## config.mk

```make
export PLATFORM = sky130hd
export DESIGN_NAME = plc_loop_ctrl
export DESIGN_NICKNAME = d
export VERILOG_FILES = /design/src/rtl/plc_pkg.sv /design/src/rtl/plc_mod_div.sv /design/src/rtl/plc_phase_det.sv /design/src/rtl/plc_loop_ctrl.sv
export VERILOG_INCLUDE_DIRS = /design/src /design/src/rtl
export SDC_FILE = /design/constraint.sdc
export NUM_CORES = 1
export LEC_CHECK = 0
export ABC_AREA = 0
export BUFFER_PORTS_ARGS = -buffer_cell sky130_fd_sc_hd__buf_2
export CAP_MARGIN = 15
export CORE_AREA = 2 2 104 106
export CTS_CLUSTER_DIAMETER = 40
export DETAILED_ROUTE_END_ITERATION = 8
export DIE_AREA = 0 0 106 108
export GPL_ROUTABILITY_DRIVEN = 0
export PLACE_DENSITY = 0.85
export SLEW_MARGIN = 20
export SYNTH_ARGS = -nofsm -noshare
export SYNTH_HDL_FRONTEND = slang
export SYNTH_SLANG_ARGS = --single-unit
```

## constraint.sdc

```tcl
create_clock -name ref_clk_i -period 4.65 [get_ports ref_clk_i]
set_input_delay 1.1625 -clock ref_clk_i [delete_from_list [all_inputs] [get_ports ref_clk_i]]
set_output_delay 1.1625 -clock ref_clk_i [all_outputs]
set_load 0.03 [all_outputs]
```

## src/rtl/plc_regs.svh

```systemverilog
// plc_regs.svh: constants of the pll loop mode control block
// assumes: included by bare name from package and design modules
`ifndef PLC_REGS_SVH
`define PLC_REGS_SVH

// clock rate of ref_clk_i
`define PLC_CLK_HZ      25000000
// multiplier, range and linear field widths
`define PLC_N_W         12
`define PLC_E_W         2
`define PLC_L_W         8
// lock detector: reference cycles per window and tolerances in feedback counts
`define PLC_LD_WINDOW   5'h10
`define PLC_LD_LAST     5'h0F
`define PLC_ACQ_TOL     8'h03
`define PLC_LOCK_TOL    8'h01
`define PLC_FB_MAX      8'hFF
// nominal center frequency in units of 100 Hz (71.4 kHz)
`define PLC_FNOM_HZ100  21'h0002CA
`define PLC_CTR_W       21
// base clock is the source over 2, bus clock the source over 4
`define PLC_BASE_DIV    12'h002
`define PLC_BUS_DIV     12'h004

`endif

```

## src/rtl/plc_pkg.sv

```systemverilog
// plc_pkg: types of the pll loop mode control block
// assumes: plc_regs.svh is on the include path
`include "plc_regs.svh"
package plc_pkg;

  // lock detector states, one-hot
  typedef enum logic [3:0] {
    PLC_LD_OFF     = 4'h1,
    PLC_LD_ACQUIRE = 4'h2,
    PLC_LD_TRACK   = 4'h4,
    PLC_LD_LOCKED  = 4'h8
  } plc_ld_state_e;

  // software control bits
  typedef struct packed {
    logic                 auto_bw;
    logic                 acquire_track_sel;
    logic                 lock_irq_enable;
    logic                 pll_power_on;
    logic                 base_clock_select;
    logic [`PLC_N_W-1:0]  mult_n;
    logic [`PLC_E_W-1:0]  range_e;
    logic [`PLC_L_W-1:0]  lin_l;
  } plc_cfg_s;

  // status shown to software
  typedef struct packed {
    logic                 acquire_track_sel;
    logic                 lock;
    logic                 pll_active;
    logic                 vco_selected;
  } plc_stat_s;

endpackage : plc_pkg

```

## src/rtl/plc_mod_div.sv

```systemverilog
// plc_mod_div: modulo divider counting input edge events
// assumes: edge_i is a one-cycle event in the ref_clk_i domain
`timescale 1ns/1ps
`include "plc_regs.svh"
module plc_mod_div (
  input  wire logic                ref_clk_i,
  input  wire logic                arst_n_i,
  input  wire logic [`PLC_N_W-1:0] div_i,
  input  wire logic                edge_i,
  output logic                     tick_o,
  output logic                     level_o
);
  logic [`PLC_N_W-1:0] cnt_ff;
  logic [`PLC_N_W-1:0] nxt_cnt;
  logic                nxt_tick;
  logic                nxt_level;
  logic [`PLC_N_W:0]   eff;

  // divide by N, zero counts as one
  always_comb begin
    eff       = (div_i == '0) ? {{`PLC_N_W{1'b0}}, 1'b1} : {1'b0, div_i};
    nxt_cnt   = cnt_ff;
    nxt_tick  = 1'b0;
    if (edge_i) begin
      if ({1'b0, cnt_ff} >= eff - 1'b1) begin
        nxt_cnt  = '0;
        nxt_tick = 1'b1;
      end else begin
        nxt_cnt = cnt_ff + 1'b1;
      end
    end
    // divide by one has no half period, so the level pulses once per edge
    if (eff == {{`PLC_N_W{1'b0}}, 1'b1}) nxt_level = nxt_tick;
    else nxt_level = ({1'b0, nxt_cnt} < ((eff + 1'b1) >> 1));
  end

  // register count and outputs
  always_ff @(posedge ref_clk_i or negedge arst_n_i) begin
    if (!arst_n_i) begin
      cnt_ff  <= '0;
      tick_o  <= 1'b0;
      level_o <= 1'b0;
    end else begin
      cnt_ff  <= nxt_cnt;
      tick_o  <= nxt_tick;
      level_o <= nxt_level;
    end
  end

  property p_tick_wraps;
    @(posedge ref_clk_i) disable iff (!arst_n_i)
    tick_o |-> cnt_ff == '0;
  endproperty
  a_tick_wraps: assert property (p_tick_wraps) else $error("divider tick without wrap");

  property p_zero_is_one;
    @(posedge ref_clk_i) disable iff (!arst_n_i)
    (div_i == '0 && edge_i) |=> tick_o;
  endproperty
  a_zero_is_one: assert property (p_zero_is_one) else $error("zero divisor not one");

endmodule : plc_mod_div

```

## src/rtl/plc_phase_det.sv

```systemverilog
// plc_phase_det: phase-frequency detector giving up and down correction pulses
// assumes: both ticks are one-cycle events in the ref_clk_i domain
`timescale 1ns/1ps
module plc_phase_det (
  input  wire logic ref_clk_i,
  input  wire logic arst_n_i,
  input  wire logic enable_i,
  input  wire logic ref_tick_i,
  input  wire logic fb_tick_i,
  output logic      pump_up_o,
  output logic      pump_dn_o
);
  logic nxt_up;
  logic nxt_dn;

  // up spans reference edge to feedback edge, down the reverse
  always_comb begin
    nxt_up = pump_up_o;
    nxt_dn = pump_dn_o;
    if (!enable_i) begin
      nxt_up = 1'b0;
      nxt_dn = 1'b0;
    end else if (ref_tick_i && !fb_tick_i) begin
      if (pump_dn_o) nxt_dn = 1'b0;
      else nxt_up = 1'b1;
    end else if (fb_tick_i && !ref_tick_i) begin
      if (pump_up_o) nxt_up = 1'b0;
      else nxt_dn = 1'b1;
    end
  end

  // register the correction pulses
  always_ff @(posedge ref_clk_i or negedge arst_n_i) begin
    if (!arst_n_i) begin
      pump_up_o <= 1'b0;
      pump_dn_o <= 1'b0;
    end else begin
      pump_up_o <= nxt_up;
      pump_dn_o <= nxt_dn;
    end
  end

  property p_one_direction;
    @(posedge ref_clk_i) disable iff (!arst_n_i)
    !(pump_up_o && pump_dn_o);
  endproperty
  a_one_direction: assert property (p_one_direction) else $error("both pump directions");

  property p_ref_leads;
    @(posedge ref_clk_i) disable iff (!arst_n_i)
    (enable_i && ref_tick_i && !fb_tick_i && !pump_dn_o) |=> pump_up_o;
  endproperty
  a_ref_leads: assert property (p_ref_leads) else $error("up pulse missing");

endmodule : plc_phase_det

```

## src/rtl/plc_loop_ctrl.sv

```systemverilog
// plc_loop_ctrl: digital control of a clock-multiplying pll
// assumes: all clock inputs are sampled levels synchronous to ref_clk_i (25 MHz)
// Function
// - divide the vco clock by N to make the feedback clock.
// - phase detector emits up or down pulses sized by phase difference.
// - lock detector compares feedback and reference frequency to pick mode and lock.
// - acquisition mode shows the acquire/track bit clear.
// - filter tracks exactly when the acquire/track bit is set.
// - automatic bandwidth on lets the lock detector switch filter modes.
// - automatic mode acquire/track bit is read-only, set inside tolerance window.
// - automatic mode lock bit is read-only, set within tolerance.
// - automatic mode with irq enable raises interrupt on each lock toggle.
// - manual mode makes acquire/track bit a software control of filter mode.
// - manual mode disables lock bit and all interrupts.
// - locked vco runs at N times the reference frequency.
// - bus clock runs at a quarter of the selected clock.
// - vco center equals L times two to the E times 71.4 kHz.
// - N of zero acts as N of one.
// - L of zero disables the pll and blocks vco selection.
`timescale 1ns/1ps
`include "plc_regs.svh"
module plc_loop_ctrl (
  input  wire logic               ref_clk_i,
  input  wire logic               arst_n_i,
  input  wire plc_pkg::plc_cfg_s  cfg_i,
  input  wire logic               crystal_clock_i,
  input  wire logic               vco_output_clock_i,
  output plc_pkg::plc_stat_s      stat_o,
  output logic                    lock_irq_o,
  output logic                    filt_track_o,
  output logic                    pump_up_o,
  output logic                    pump_dn_o,
  output logic                    vco_feedback_clock_o,
  output logic                    base_clock_out_o,
  output logic                    bus_clock_o,
  output logic [`PLC_CTR_W-1:0]   vco_center_hz100_o
);
  plc_pkg::plc_ld_state_e state_ff;
  plc_pkg::plc_ld_state_e nxt_state;
  logic                   xtal_q_ff;
  logic                   vco_q_ff;
  logic                   xtal_rise;
  logic                   vco_rise;
  logic                   fb_tick;
  logic [4:0]             ref_cnt_ff;
  logic [4:0]             nxt_ref_cnt;
  logic [7:0]             fb_cnt_ff;
  logic [7:0]             nxt_fb_cnt;
  logic [7:0]             err;
  logic                   win_end;
  logic                   pll_active;
  logic                   acq_ff;
  logic                   nxt_acq;
  logic                   lock_ff;
  logic                   nxt_lock;
  logic                   irq_ff;
  logic                   nxt_irq;
  logic                   vco_sel_ff;
  logic                   nxt_vco_sel;
  logic                   src_rise;
  logic [`PLC_CTR_W-1:0]  ctr_ff;
  logic [`PLC_CTR_W-1:0]  nxt_ctr;

  // edge events of the sampled clock inputs
  always_ff @(posedge ref_clk_i or negedge arst_n_i) begin
    if (!arst_n_i) begin
      xtal_q_ff <= 1'b0;
      vco_q_ff  <= 1'b0;
    end else begin
      xtal_q_ff <= crystal_clock_i;
      vco_q_ff  <= vco_output_clock_i;
    end
  end
  assign xtal_rise  = crystal_clock_i & ~xtal_q_ff;
  assign vco_rise   = vco_output_clock_i & ~vco_q_ff;
  assign pll_active = cfg_i.pll_power_on && (cfg_i.lin_l != '0);

  // feedback divider, vco over N
  plc_mod_div u_fb_div (
    .ref_clk_i (ref_clk_i),
    .arst_n_i  (arst_n_i),
    .div_i     (cfg_i.mult_n),
    .edge_i    (vco_rise & pll_active),
    .tick_o    (fb_tick),
    .level_o   (vco_feedback_clock_o)
  );

  // phase detector against the reference clock
  plc_phase_det u_pd (
    .ref_clk_i  (ref_clk_i),
    .arst_n_i   (arst_n_i),
    .enable_i   (pll_active),
    .ref_tick_i (xtal_rise),
    .fb_tick_i  (fb_tick),
    .pump_up_o  (pump_up_o),
    .pump_dn_o  (pump_dn_o)
  );

  // frequency window: count feedback ticks over a fixed number of reference ticks
  always_comb begin
    win_end     = xtal_rise && (ref_cnt_ff == `PLC_LD_LAST);
    nxt_ref_cnt = ref_cnt_ff;
    nxt_fb_cnt  = fb_cnt_ff;
    if (!pll_active) begin
      nxt_ref_cnt = '0;
      nxt_fb_cnt  = '0;
    end else begin
      if (xtal_rise) nxt_ref_cnt = win_end ? 5'h00 : ref_cnt_ff + 5'h01;
      if (win_end) nxt_fb_cnt = {7'h00, fb_tick};
      else if (fb_tick && fb_cnt_ff != `PLC_FB_MAX) nxt_fb_cnt = fb_cnt_ff + 8'h01;
    end
    // a locked loop gives one feedback tick per reference tick
    err = (fb_cnt_ff >= {3'h0, `PLC_LD_WINDOW}) ? fb_cnt_ff - {3'h0, `PLC_LD_WINDOW}
                                                 : {3'h0, `PLC_LD_WINDOW} - fb_cnt_ff;
  end

  // lock detector state machine
  always_comb begin
    nxt_state = state_ff;
    unique case (state_ff)
      plc_pkg::PLC_LD_OFF: begin
        if (pll_active) nxt_state = plc_pkg::PLC_LD_ACQUIRE;
      end
      plc_pkg::PLC_LD_ACQUIRE, plc_pkg::PLC_LD_TRACK, plc_pkg::PLC_LD_LOCKED: begin
        if (win_end) begin
          if (err > `PLC_ACQ_TOL) nxt_state = plc_pkg::PLC_LD_ACQUIRE;
          else if (err > `PLC_LOCK_TOL) nxt_state = plc_pkg::PLC_LD_TRACK;
          else nxt_state = plc_pkg::PLC_LD_LOCKED;
        end
      end
      default: nxt_state = plc_pkg::PLC_LD_OFF;
    endcase
    if (!pll_active) nxt_state = plc_pkg::PLC_LD_OFF;
  end

  // mode, lock indicator, interrupt, clock select and center value
  always_comb begin
    if (cfg_i.auto_bw) begin
      nxt_acq = (nxt_state == plc_pkg::PLC_LD_TRACK) || (nxt_state == plc_pkg::PLC_LD_LOCKED);
    end else begin
      nxt_acq = cfg_i.acquire_track_sel;
    end
    nxt_lock    = cfg_i.auto_bw && (nxt_state == plc_pkg::PLC_LD_LOCKED);
    nxt_irq     = cfg_i.auto_bw && cfg_i.lock_irq_enable && (nxt_lock != lock_ff);
    nxt_vco_sel = cfg_i.base_clock_select && pll_active;
    nxt_ctr     = `PLC_CTR_W'(({13'h0000, cfg_i.lin_l} * `PLC_FNOM_HZ100) << cfg_i.range_e);
  end

  // register detector, mode, indicator and center state
  always_ff @(posedge ref_clk_i or negedge arst_n_i) begin
    if (!arst_n_i) begin
      state_ff   <= plc_pkg::PLC_LD_OFF;
      ref_cnt_ff <= '0;
      fb_cnt_ff  <= '0;
      acq_ff     <= 1'b0;
      lock_ff    <= 1'b0;
      irq_ff     <= 1'b0;
      vco_sel_ff <= 1'b0;
      ctr_ff     <= '0;
    end else begin
      state_ff   <= nxt_state;
      ref_cnt_ff <= nxt_ref_cnt;
      fb_cnt_ff  <= nxt_fb_cnt;
      acq_ff     <= nxt_acq;
      lock_ff    <= nxt_lock;
      irq_ff     <= nxt_irq;
      vco_sel_ff <= nxt_vco_sel;
      ctr_ff     <= nxt_ctr;
    end
  end

  // base clock is the selected source over 2, bus clock over 4
  assign src_rise = vco_sel_ff ? vco_rise : xtal_rise;

  plc_mod_div u_base_div (
    .ref_clk_i (ref_clk_i),
    .arst_n_i  (arst_n_i),
    .div_i     (`PLC_BASE_DIV),
    .edge_i    (src_rise),
    .tick_o    (),
    .level_o   (base_clock_out_o)
  );

  plc_mod_div u_bus_div (
    .ref_clk_i (ref_clk_i),
    .arst_n_i  (arst_n_i),
    .div_i     (`PLC_BUS_DIV),
    .edge_i    (src_rise),
    .tick_o    (),
    .level_o   (bus_clock_o)
  );

  // outputs
  assign filt_track_o                = acq_ff;
  assign lock_irq_o                  = irq_ff;
  assign vco_center_hz100_o          = ctr_ff;
  assign stat_o.acquire_track_sel    = acq_ff;
  assign stat_o.lock                 = lock_ff;
  assign stat_o.pll_active           = state_ff != plc_pkg::PLC_LD_OFF;
  assign stat_o.vco_selected         = vco_sel_ff;

  property p_acq_clear;
    @(posedge ref_clk_i) disable iff (!arst_n_i)
    (cfg_i.auto_bw && $past(cfg_i.auto_bw) && state_ff == plc_pkg::PLC_LD_ACQUIRE) |-> !stat_o.acquire_track_sel;
  endproperty
  a_acq_clear: assert property (p_acq_clear) else $error("acquire mode with bit set");

  property p_track_mode;
    @(posedge ref_clk_i) disable iff (!arst_n_i)
    ($past(cfg_i.auto_bw) && state_ff == plc_pkg::PLC_LD_TRACK) |-> filt_track_o;
  endproperty
  a_track_mode: assert property (p_track_mode) else $error("tracking state not tracking");

  property p_manual_ctrl;
    @(posedge ref_clk_i) disable iff (!arst_n_i)
    !cfg_i.auto_bw |=> stat_o.acquire_track_sel == $past(cfg_i.acquire_track_sel);
  endproperty
  a_manual_ctrl: assert property (p_manual_ctrl) else $error("manual mode bit not followed");

  property p_lock_state;
    @(posedge ref_clk_i) disable iff (!arst_n_i)
    stat_o.lock |-> state_ff == plc_pkg::PLC_LD_LOCKED;
  endproperty
  a_lock_state: assert property (p_lock_state) else $error("lock without locked state");

  property p_manual_quiet;
    @(posedge ref_clk_i) disable iff (!arst_n_i)
    !cfg_i.auto_bw |=> !stat_o.lock && !lock_irq_o;
  endproperty
  a_manual_quiet: assert property (p_manual_quiet) else $error("manual mode lock or irq");

  property p_irq_toggle;
    @(posedge ref_clk_i) disable iff (!arst_n_i)
    lock_irq_o |-> $past(cfg_i.lock_irq_enable) && (stat_o.lock != $past(stat_o.lock));
  endproperty
  a_irq_toggle: assert property (p_irq_toggle) else $error("irq without lock toggle");

  property p_window_out;
    @(posedge ref_clk_i) disable iff (!arst_n_i)
    (pll_active && state_ff != plc_pkg::PLC_LD_OFF && win_end && err > `PLC_ACQ_TOL)
      |=> state_ff == plc_pkg::PLC_LD_ACQUIRE;
  endproperty
  a_window_out: assert property (p_window_out) else $error("out of tolerance not acquiring");

  property p_l_zero;
    @(posedge ref_clk_i) disable iff (!arst_n_i)
    (cfg_i.lin_l == '0) |=> state_ff == plc_pkg::PLC_LD_OFF && !stat_o.vco_selected;
  endproperty
  a_l_zero: assert property (p_l_zero) else $error("zero L left pll active");

  property p_center;
    @(posedge ref_clk_i) disable iff (!arst_n_i)
    (cfg_i.lin_l == 8'h01 && cfg_i.range_e == 2'h1) |=> vco_center_hz100_o == 21'h000594;
  endproperty
  a_center: assert property (p_center) else $error("center frequency wrong");

  // an inactive loop drives no correction
  property p_off_quiet;
    @(posedge ref_clk_i) disable iff (!arst_n_i)
    (state_ff == plc_pkg::PLC_LD_OFF) |-> !pump_up_o && !pump_dn_o;
  endproperty
  a_off_quiet: assert property (p_off_quiet) else $error("pump active while pll off");

  property p_sel_needs_on;
    @(posedge ref_clk_i) disable iff (!arst_n_i)
    stat_o.vco_selected |-> $past(pll_active);
  endproperty
  a_sel_needs_on: assert property (p_sel_needs_on) else $error("vco selected while pll inactive");

  property p_locked_lock;
    @(posedge ref_clk_i) disable iff (!arst_n_i)
    ($past(cfg_i.auto_bw) && state_ff == plc_pkg::PLC_LD_LOCKED) |-> stat_o.lock && filt_track_o;
  endproperty
  a_locked_lock: assert property (p_locked_lock) else $error("locked state without lock bit");

  property p_no_enable;
    @(posedge ref_clk_i) disable iff (!arst_n_i)
    !cfg_i.lock_irq_enable |=> !lock_irq_o;
  endproperty
  a_no_enable: assert property (p_no_enable) else $error("irq while not enabled");

  property p_toggle_irq;
    @(posedge ref_clk_i) disable iff (!arst_n_i)
    ($past(cfg_i.auto_bw) && $past(cfg_i.lock_irq_enable) && stat_o.lock != $past(stat_o.lock)) |-> lock_irq_o;
  endproperty
  a_toggle_irq: assert property (p_toggle_irq) else $error("lock toggle without irq");

  // window counter never passes its last reference tick
  property p_ref_cnt_range;
    @(posedge ref_clk_i) disable iff (!arst_n_i)
    ref_cnt_ff <= `PLC_LD_LAST;
  endproperty
  a_ref_cnt_range: assert property (p_ref_cnt_range) else $error("window counter out of range");

  property p_window_lock;
    @(posedge ref_clk_i) disable iff (!arst_n_i)
    (pll_active && state_ff != plc_pkg::PLC_LD_OFF && win_end && err <= `PLC_LOCK_TOL)
      |=> state_ff == plc_pkg::PLC_LD_LOCKED;
  endproperty
  a_window_lock: assert property (p_window_lock) else $error("in tolerance not locked");

endmodule : plc_loop_ctrl

```

==> out/results.txt, run 1 <==
post-DP HPWL = 11.9 mm
Setup Total Neg Slack = -75.9 ps
pin count of the biggest net entering global routing = 86
Area contributors post-synth = dfrtp_1 (32%), ha_1 (16%), nor2_1 (4.2%)
Max Cap Viol = 0
Core Box Area = 10200 um^2
fill cell count = 693
H-tree levels = 3
maximum vdd drop = 0.197 mV
clock latency on the worst-skew pair = 360 ps
delay-heaviest family, CP = simple AND/OR/NAND/NOR gates
asr flop ratio synth = 100%
Startpoint Class = primary input
most frequent cell on the critical path = nor3_2
clock sinks = 85
Fmax = 212 MHz
Pins Over Slew Limit = 0
Hold Crit Class = register to register
CP max FO = 6
DR WL/cell = 17.1 um
Pwr per Cell Area = 353 nW/um^2
fraction of layout cells with a size suffix above 1 = 22.0%
Relative slew margins = 50.3%
Hold Buf Count CTS = 0
Most used DFF post-synth = dfrtp_1
Synth area leader = dfrtp_1
Setup-failing EPs final = 1
area delta synth->final = 17.9%
Via density = 6.09
final worst slack = -75.9 ps
CP bufs+invs = 3
number of synthesized flops with an enable pin = 0
initial antenna violation count = 0
Worst path max stage delay = 390 ps
syn nets = 851
FF+latch area = 2130 um^2
Final Non-Filler Cells = 966
CTS tree = yes
clock-pin slew on the worst setup and hold paths = 90 ps
fin crit period = 4730 ps
GRT Total Usage = 28.7%
nets = 951
Remaining DRCs = 0
count leader, synth = dfrtp_1
Yosys cell types = 73
Fin Hold WS = 497 ps
crit path kind = primary input to register
Inserted Clock Buffers = 9
CTS root buf = clkbuf_8
Worst Skew = 11.2 ps
Iteration-0 DRC Markers = 527
Syn Area/Cell = 9.07 um^2
RSZ-0062 raised after global routing = yes
final instance area = 7760 um^2
routed via count = 5885
Synth Instances = 725
pre-CTS WS = -450 ps
Multi-input gate area = 4390 um^2
crit end category = register
Yosys top cell area share = 32.0%
leakage = 0.00379 uW
Antenna diodes = 0
WL final = 16.5 mm
die area = 11400 um^2
Yosys reg bits = 85
Commonest cells post-synth = dfrtp_1 (84), ha_1 (83), nor2_1 (74), inv_1 (53), nand2_1 (53)
Area after DPL = 7360 um^2
Syn. warnings = 0
worst-path cell chain = buf_2 > nor4_4 > and2_4 > a21oi_4 > ha_4 > nand2_2 > nor3_2 > xnor2_1 > ha_1 > nand4_1 > nor3_2 > a21bo_1 > o211a_1 > nor3_2 > buf_4 > nor2_4 > ha_4 > buf_4 > nand4_1 > or3_1 > a31oi_1 > o2bb2ai_2
Final Cycle Share = 102%
Critical Path RT = 4900 ps
CP arrival = 4980 ps
Initial Utilization = 64.3%
placed cells = 943
GRT overflow = 0
number of global-route vias before repair = 5866
first-pass GRT wire length = 26.5 mm
post-route ant nets = 0
CP max stage cell = or3_1
drt first pass iters = 5
failing checks = setup timing
CTS Buffer Depth = 2
Fin. Hold Viols = 0
DIE HEIGHT = 108 um
number of buffers inserted by port buffering = 61
sequential area share after synthesis = 32.4%
# rows = 37
Cell Area, Synth = 6580 um^2
Slew @ Worst Pin = 746 ps
Top Ports = 63
status = complete, but fails checks
die width = 106 um
[metrics by stage]
stage / utilization [%] / power (uW)
final: 75.8 / 2730
after detailed placement: 71.9 / 2210
after global routing: 75.8 / 2930
after global placement: 71.9 / 2150
after CTS: 74.4 / 2690
after floorplan: - / 1820
[timing repair]
item	in CTS	in global routing
gates resized for setup	6	27
pin swaps	15	16
buffers inserted	6	1
endpoints found under the setup margin	1	3
[report_power, final]
part / switching [uW] / internal, uW / total (uW)
clock network: 275 / 198 / 473
registers: 89.7 / 847 / 936
logic: 788 / 537 / 1330
total: 1150 / 1580 / 2730
[state kept, by name (all words and copies together) (netlist names), 4 cells and up]
signal              flops
ref_cnt_ff              5
u_base_div.cnt_ff      12
vco_center_hz100_o     20
fb_cnt_ff               8
state_ff                4
u_bus_div.cnt_ff       12
u_fb_div.cnt_ff        12
[metal layers]
layer | wire [um] | global-route usage (%)
met1 | 6920 | 35.6
met2 | 8240 | 50.8
met3 | 820 | 4.76
met4 | 525 | 10.6
met5 | 0 | 0
[area by class of cell]
| type | instances | area share (%) |
|---|---|---|
| inverters | 53 | 2.56 |
| clock buffers | 10 | 1.65 |
| well taps | 136 | 2.19 |
| multi-input cells | 565 | 56.7 |
| repair buffers | 111 | 8.90 |
| flip-flops and latches | 85 | 27.4 |
| clock inverters | 6 | 0.597 |
[cell families after synthesis]
kind of cell / after synthesis / share of synthesized area (%)
AO/OA/AOI/OAI: 141 / 14.3
other: 1 / 0.0570
XOR/XNOR: 42 / 5.59
AND/OR/NAND/NOR: 266 / 20.6
flip-flops: 85 / 32.4
multiplexers: 20 / 3.08
buffers and inverters: 75 / 4.55
adder cells (fa/ha/maj): 95 / 19.4
[path summary, 6_finish.rpt]
kind                          startpoint                      to  slack, ps  cells past startpoint
hold / removal             ref_cnt_ff[3]           ref_cnt_ff[3]        500                      1
setup reg to reg                vco_q_ff        u_fb_div.level_o       1040                     12
hold reg to reg            ref_cnt_ff[3]           ref_cnt_ff[3]        500                      1
setup / recovery               cfg_i[19]        u_fb_div.level_o        -80                     22
max in group asynchronous       arst_n_i  vco_center_hz100_o[10]       3310                      1
min in group asynchronous       arst_n_i            fb_cnt_ff[5]        840                      1
[cells in the final DEF, fill, tap and decap left out, types with 10 or more instances in the layout]
cell type  instances
buf_2             60
buf_4             49
nor2b_1           10
o21ai_0           22
dfrtp_1           84
nand2_1           52
ha_1              78
inv_1             53
mux2i_1           18
fa_1              12
xor2_1            21
nor2_1            68
nor3_1            17
nand3_1           17
xnor2_1           21
a31oi_1           13
a21oi_1           34
nand4_1           13
Note: power is estimated with default switching activity, not from simulation.
==> run 2, diff against run 1 <==
--- a/config.mk
+++ b/config.mk
@@ -15,6 +15,7 @@
 export DIE_AREA = 0 0 106 108
 export GPL_ROUTABILITY_DRIVEN = 0
 export PLACE_DENSITY = 0.85
+export SETUP_SLACK_MARGIN = 0.05
 export SLEW_MARGIN = 20
 export SYNTH_ARGS = -nofsm -noshare
 export SYNTH_HDL_FRONTEND = slang
==> constraint.sdc (replaced) <==
create_clock -name ref_clk_i -period 4.65 [get_ports ref_clk_i]
set_input_delay 0.2325 -clock ref_clk_i [delete_from_list [all_inputs] [get_ports ref_clk_i]]
set_output_delay 0.2325 -clock ref_clk_i [all_outputs]
set_load 0.03 [all_outputs]
==> out/results.txt, run 2 (synthesis gave the netlist of run 1 again) <==
status = finished, final reports clean (was complete, but fails checks)
routed via count = 5523 (was 5885)
Setup-failing EPs final = 0 (was 1)
Remaining DRCs = 0 (unchanged)
Inserted Clock Buffers = 9 (unchanged)
total power = 2690 uW (was 2730 uW)
Startpoint Class = primary input (unchanged)
post-DP HPWL = 11.2 mm (was 11.9 mm)
RR Endpoint = u_fb_div.level_o (unchanged)
clock latency on the worst-skew pair = 380 ps (was 360 ps)
nets = 905 (was 951)
max reg flops = 20 (unchanged)
Initial Utilization = 64.3% (unchanged)
RSZ-0062 raised after global routing = no (was yes)
die width = 106 um (unchanged)
CTS tree = yes (unchanged)
Hold EP = vco_sel_ff (was ref_cnt_ff[3])
Slew @ Worst Pin = 822 ps (was 746 ps)
initial antenna violation count = 0 (unchanged)
H-tree levels = 3 (unchanged)
Setup Total Neg Slack = 0 ps (was -75.9 ps)
Critical Path RT = 4910 ps (was 4900 ps)
crit end category = register (unchanged)
r2r setup slk = 1290 ps (was 1040 ps)
Max Cap Viol = 0 (unchanged)
Worst path max stage delay = 440 ps (was 390 ps)
area delta synth->final = 9.70% (was 17.9%)
Pins Over Slew Limit = 0 (unchanged)
drt first pass iters = 8 (was 5)
GRT overflow = 0 (unchanged)
CTS Buffer Depth = 2 (unchanged)
maximum vdd drop = 0.194 mV (was 0.197 mV)
RR Startpoint = vco_q_ff (unchanged)
Antenna diodes = 0 (unchanged)
GRT Total Usage = 26.2% (was 28.7%)
hold wc startpoint = cfg_i[22] (was ref_cnt_ff[3])
WL final = 14.3 mm (was 16.5 mm)
Worst Hold Depth = 2 (was 1)
Hold Crit Class = primary input to register (was register to register)
Fmax = 235 MHz (was 212 MHz)
worst-path cell chain = buf_2 > nor4_1 > and2_1 > a21oi_1 > ha_1 > nand3_1 > nor3_1 > xnor2_1 > ha_1 > nand3_1 > nor3_1 > a21bo_1 > o211a_1 > nor3_1 > buf_4 > o22ai_1 > ha_1 > o21ai_0 > nand2b_1 > a21oi_1 > or3_1 > a31oi_1 > o2bb2ai_1 (was buf_2 > nor4_4 > and2_4 > a21oi_4 > ha_4 > nand2_2 > nor3_2 > xnor2_1 > ha_1 > nand4_1 > nor3_2 > a21bo_1 > o211a_1 > nor3_2 > buf_4 > nor2_4 > ha_4 > buf_4 > nand4_1 > or3_1 > a31oi_1 > o2bb2ai_2)
Top Ports = 63 (unchanged)
CTS root buf = clkbuf_8 (unchanged)
Worst Skew = 11.1 ps (was 11.2 ps)
die area = 11400 um^2 (unchanged)
Pwr per Cell Area = 373 nW/um^2 (was 353 nW/um^2)
clock sinks = 85 (unchanged)
Relative slew margins = 44.9% (was 50.3%)
leakage = 0.00355 uW (was 0.00379 uW)
CP arrival = 4510 ps (was 4980 ps)
CP max stage cell = nor4_1 (was or3_1)
Fin. Hold Viols = 0 (unchanged)
DIE HEIGHT = 108 um (unchanged)
fraction of layout cells with a size suffix above 1 = 12.5% (was 22.0%)
crit path kind = primary input to register (unchanged)
number of buffers inserted by port buffering = 61 (unchanged)
Fin Hold WS = 112 ps (was 497 ps)
# rows = 37 (unchanged)
Via density = 6.00 (was 6.09)
postcts setup bufs = 0 (was 6)
leading cell type in the layout, fill and taps excluded = dfrtp_1 (unchanged)
Core Box Area = 10200 um^2 (unchanged)
fin crit period = 4250 ps (was 4730 ps)
first-pass GRT wire length = 24.3 mm (was 26.5 mm)
DR WL/cell = 15.6 um (was 17.1 um)
most frequent cells in the layout = dfrtp_1 (84), ha_1 (83), nor2_1 (74) (was dfrtp_1 (84), ha_1 (78), nor2_1 (68))
post-route ant nets = 0 (unchanged)
CP max FO = 11 (was 6)
Final Cycle Share = 91.4% (was 102%)
clock-pin slew on the worst setup and hold paths = 90 ps (about the same)
pin count of the biggest net entering global routing = 86 (unchanged)
number of global-route vias before repair = 5296 (was 5866)
Iteration-0 DRC Markers = 430 (was 527)
FF-to-FF path depth = 11 (was 12)
## run 2: changes by cell type in the layout (fill, tap and decap cells not counted), sizes merged
cell         before  now
buf             111   62
bufinv            0    1
clkbuf           10    9
clkinv            2    1
clkinvlp          2    1
dlygate4sd3       0    3
inv              55   57
## run 2: report_power, final
part           internal (uW)  total [uW]  leakage [uW]  switching, uW
Sequential               846         928       0.00111           81.8
Combinational            457        1200       0.00233            743
Clock                    262         561      0.000106            299
Total                   1570        2690       0.00355           1120
## run 2: repair_timing
action | CTS | global route
hold buffers | 2 | 1
gates resized for setup | 0 | 1
hold endpoints to repair | 2 | 84
endpoints found under the setup margin | 0 | 1
## run 2: stage by stage
| step | util (%) | instance area, um^2 | std cells | setup WS, ps |
|---|---|---|---|---|
| floorplan | - | 6580 | 725 | 310 |
| global placement | 68.0 | 6960 | 901 | 316 |
| detailed placement | 68.0 | 6960 | 901 | -4.18 |
| CTS | 70.3 | 7190 | 919 | 376 |
| global route | 70.5 | 7210 | 920 | 101 |
| finish | 70.5 | 7210 | 920 | 402 |
## run 2: worst max path at each step
stage / start / to / slack (ps) / cells past startpoint
final: cfg_i[14] / u_fb_div.level_o / 400 / 23
after global routing: cfg_i[14] / u_fb_div.level_o / 100 / 23
after CTS: cfg_i[19] / u_fb_div.level_o / 380 / 23
after detailed placement: cfg_i[19] / u_fb_div.level_o / -4 / 23
after global placement: cfg_i[19] / u_fb_div.level_o / 320 / 23
after floorplan: cfg_i[19] / u_fb_div.level_o / 310 / 23
## run 2: cell type report
class                           instances  area (um^2)
Clock inverter                          7         88.8
Sequential cell                        85         2130
Inverter                               53          199
Fill cell                             740         3020
Timing Repair Buffer                   65          349
Tap cell                              136          170
Multi-Input combinational cell        565         4160
Clock buffer                            9          124
## run 2: routing by layer
metal  track usage, %  part of all wire, %  vias up
li1                 -                    -     2666
met4             10.2                  2.7        0
met3             4.64                  5.1       44
met2             43.4                   47      183
met5                0                    0        -
met1             34.7                   45     2630
## run 2: worst max-delay path: cells and delay by family
kind                     cells  cell delay [ps]
XOR/XNOR                     1              130
adder cells (fa/ha/maj)      3              830
buffers and inverters        2              380
AO/OA/AOI/OAI                8             1060
AND/OR/NAND/NOR              9             1860
==> run 3, diff against run 2 <==
--- a/config.mk
+++ b/config.mk
@@ -9,12 +9,12 @@
 export ABC_AREA = 0
 export BUFFER_PORTS_ARGS = -buffer_cell sky130_fd_sc_hd__buf_2
 export CAP_MARGIN = 15
-export CORE_AREA = 2 2 104 106
+export CORE_AREA = 2 2 113 115
 export CTS_CLUSTER_DIAMETER = 40
 export DETAILED_ROUTE_END_ITERATION = 8
-export DIE_AREA = 0 0 106 108
+export DIE_AREA = 0 0 115 117
 export GPL_ROUTABILITY_DRIVEN = 0
-export PLACE_DENSITY = 0.85
+export PLACE_DENSITY = 0.74
 export SETUP_SLACK_MARGIN = 0.05
 export SLEW_MARGIN = 20
 export SYNTH_ARGS = -nofsm -noshare
==> out/results.txt, run 3 (synthesis gave the netlist of run 1 again) <==
CTS root buf = clkbuf_16 (was clkbuf_8)
CTS Buffer Depth = 2 (unchanged)
fraction of layout cells with a size suffix above 1 = 12.5% (about the same)
Inserted Clock Buffers = 9 (unchanged)
FF-to-FF path depth = 15 (was 11)
drt first pass iters = 5 (was 8)
Via density = 5.80 (was 6.00)
Fin. Hold Viols = 84 (was 0)
post-DP HPWL = 11.0 mm (was 11.2 mm)
fill cell count = 1086 (was 740)
worst-path cell chain = buf_2 > nor4_1 > and2_1 > a21oi_1 > ha_1 > nand2_1 > nor3_1 > xnor2_1 > ha_1 > a21o_1 > a21o_1 > a211oi_1 > o211a_1 > nor3_1 > buf_4 > nor2_1 > ha_1 > a21o_1 > a21o_1 > a21oi_1 > nand3_1 > o22ai_1 > o2bb2ai_1 (was buf_2 > nor4_1 > and2_1 > a21oi_1 > ha_1 > nand3_1 > nor3_1 > xnor2_1 > ha_1 > nand3_1 > nor3_1 > a21bo_1 > o211a_1 > nor3_1 > buf_4 > o22ai_1 > ha_1 > o21ai_0 > nand2b_1 > a21oi_1 > or3_1 > a31oi_1 > o2bb2ai_1)
die width = 115 um (was 106 um)
post-route ant nets = 0 (unchanged)
clock-pin slew on the worst setup and hold paths = 70 ps (was 90 ps)
Hold Buf Count CTS = 0 (was 2)
WL final = 14.6 mm (was 14.3 mm)
postcts setup bufs = 0 (unchanged)
number of buffers inserted by port buffering = 61 (unchanged)
H-tree levels = 3 (unchanged)
crit end category = register (unchanged)
most frequent cells in the layout = dfrtp_1 (84), ha_1 (83), nor2_1 (74) (unchanged)
Top Ports = 63 (unchanged)
leakage = 0.00360 uW (was 0.00355 uW)
Fin Hold WS = -69.4 ps (was 112 ps)
most frequent cell on the critical path = a21o_1
Setup-failing EPs final = 0 (unchanged)
fin crit period = 4280 ps (was 4250 ps)
Hold Crit Class = primary input to asynchronous set/reset pin (was primary input to register)
Critical Path RT = 4920 ps (was 4910 ps)
Final Non-Filler Cells = 932 (was 920)
CTS tree = yes (unchanged)
first-pass GRT wire length = 24.7 mm (was 24.3 mm)
r2r setup slk = 1300 ps (was 1290 ps)
final instance area = 7350 um^2 (was 7210 um^2)
CP arrival = 4550 ps (was 4510 ps)
Initial Utilization = 53.4% (was 64.3%)
status = complete, but fails checks (was finished, final reports clean)
DIE HEIGHT = 117 um (was 108 um)
placed cells = 915 (was 901)
Core Box Area = 12300 um^2 (was 10200 um^2)
CP max stage cell = nor4_1 (unchanged)
Critical Path Source = cfg_i[14] (unchanged)
GRT overflow = 0 (unchanged)
Pins Over Slew Limit = 0 (unchanged)
internal power = 1830 uW (was 1570 uW)
Slew @ Worst Pin = 832 ps (was 822 ps)
nets = 902 (was 905)
CP endpoint = u_fb_div.level_o (unchanged)
power share of the clock group = 28.7% (was 20.8%)
clock sinks = 85 (unchanged)
die area = 13500 um^2 (was 11400 um^2)
maximum vdd drop = 0.211 mV (was 0.194 mV)
number of global-route vias before repair = 5296 (unchanged)
routed via count = 5401 (was 5523)
share of total power in combinational logic = 40.0% (was 44.6%)
Max Cap Viol = 0 (unchanged)
failing checks = hold timing
Seq pwr share = 31.3% (was 34.5%)
CP bufs+invs = 2 (unchanged)
Pwr per Cell Area = 405 nW/um^2 (was 373 nW/um^2)
Fmax = 234 MHz (was 235 MHz)
total power = 2980 uW (was 2690 uW)
Iteration-0 DRC Markers = 318 (was 430)
DR WL/cell = 15.7 um (was 15.6 um)
RSZ-0062 raised after global routing = no (unchanged)
clock latency on the worst-skew pair = 340 ps (was 380 ps)
Worst path max stage delay = 410 ps (was 440 ps)
crit path kind = primary input to register (unchanged)
Setup Total Neg Slack = 0 ps (unchanged)
pin count of the biggest net entering global routing = 86 (unchanged)
CP max FO = 11 (unchanged)
Final Cycle Share = 92.0% (was 91.4%)
leading cell type in the layout, fill and taps excluded = dfrtp_1 (unchanged)
max reg flops = 20 (unchanged)
# rows = 41 (was 37)
Area after DPL = 6980 um^2 (was 6960 um^2)
Worst Skew = 8.60 ps (was 11.1 ps)
Net Sw Power = 1140 uW (was 1120 uW)
Startpoint Class = primary input (unchanged)
Net Sw Frac = 38.4% (was 41.8%)
delay-heaviest family, CP = compound AO/OA/AOI/OAI gates (was simple AND/OR/NAND/NOR gates)
initial antenna violation count = 1 (was 0)
GRT Total Usage = 22.8% (was 26.2%)
RR Startpoint = u_fb_div.cnt_ff[6] (was vco_q_ff)
Relative slew margins = 44.2% (was 44.9%)
area delta synth->final = 11.7% (was 9.70%)
Remaining DRCs = 0 (unchanged)
WP depth = 23 (unchanged)
RR Endpoint = u_fb_div.level_o (unchanged)
## run 3: changes by cell type in the layout (fill, tap and decap cells not counted), sizes merged
cell         delta
dlygate4sd3     -3
bufinv          +2
clkinv          -1
diode           +1
inv             -1
## run 3: metal layers
metal	track usage [%]	up-vias	routed length, um
li1	-	2666	-
met1	29.9	2598	6570
met2	39.6	116	7270
met3	3.45	21	507
met4	6.59	0	262
met5	0	-	0
## run 3: layout make-up
cell class | instances | area, um^2 | area share, %
repair buffers | 62 | 319 | 4.34
multi-input cells | 565 | 4160 | 56.6
clock inverters | 7 | 129 | 1.75
well taps | 150 | 188 | 2.55
diodes | 1 | 2.50 | 0.0341
inverters | 53 | 199 | 2.71
flip-flops and latches | 85 | 2130 | 29.0
clock buffers | 9 | 225 | 3.07
## run 3: what timing repair did
item / CTS / global route
gates resized for setup: 0 / 1
endpoints found under the hold margin: 0 / 0
setup endpoints to repair: 0 / 1
## run 3: power by group through the flow
stage | clock, uW | sequential [uW] | combinational [uW]
finish | 853 | 932 | 1190
global route | 899 | 945 | 1340
CTS | 867 | 929 | 1190
detailed placement | 0 | 940 | 1170
global placement | 0 | 935 | 1140
floorplan | 0 | 1060 | 757
## run 3: worst min path at each step
stage | end | cells past startpoint | slack, ps
2_1_floorplan | fb_cnt_ff[0] | 0 | -60
3_3_place_gp | vco_q_ff | 1 | 370
3_5_place_dp | vco_q_ff | 1 | 370
4_1_cts | vco_q_ff | 1 | 9
5_1_grt | u_bus_div.cnt_ff[1] | 1 | 9
6_report | state_ff[2] | 1 | -70
## run 3: through the flow
stage / util [%] / worst slack, ps
2_1_floorplan: - / 310
3_3_place_gp: 56.7 / 257
3_5_place_dp: 56.7 / -59.0
4_1_cts: 59.6 / 283
5_1_grt: 59.6 / 67.9
6_report: 59.7 / 373
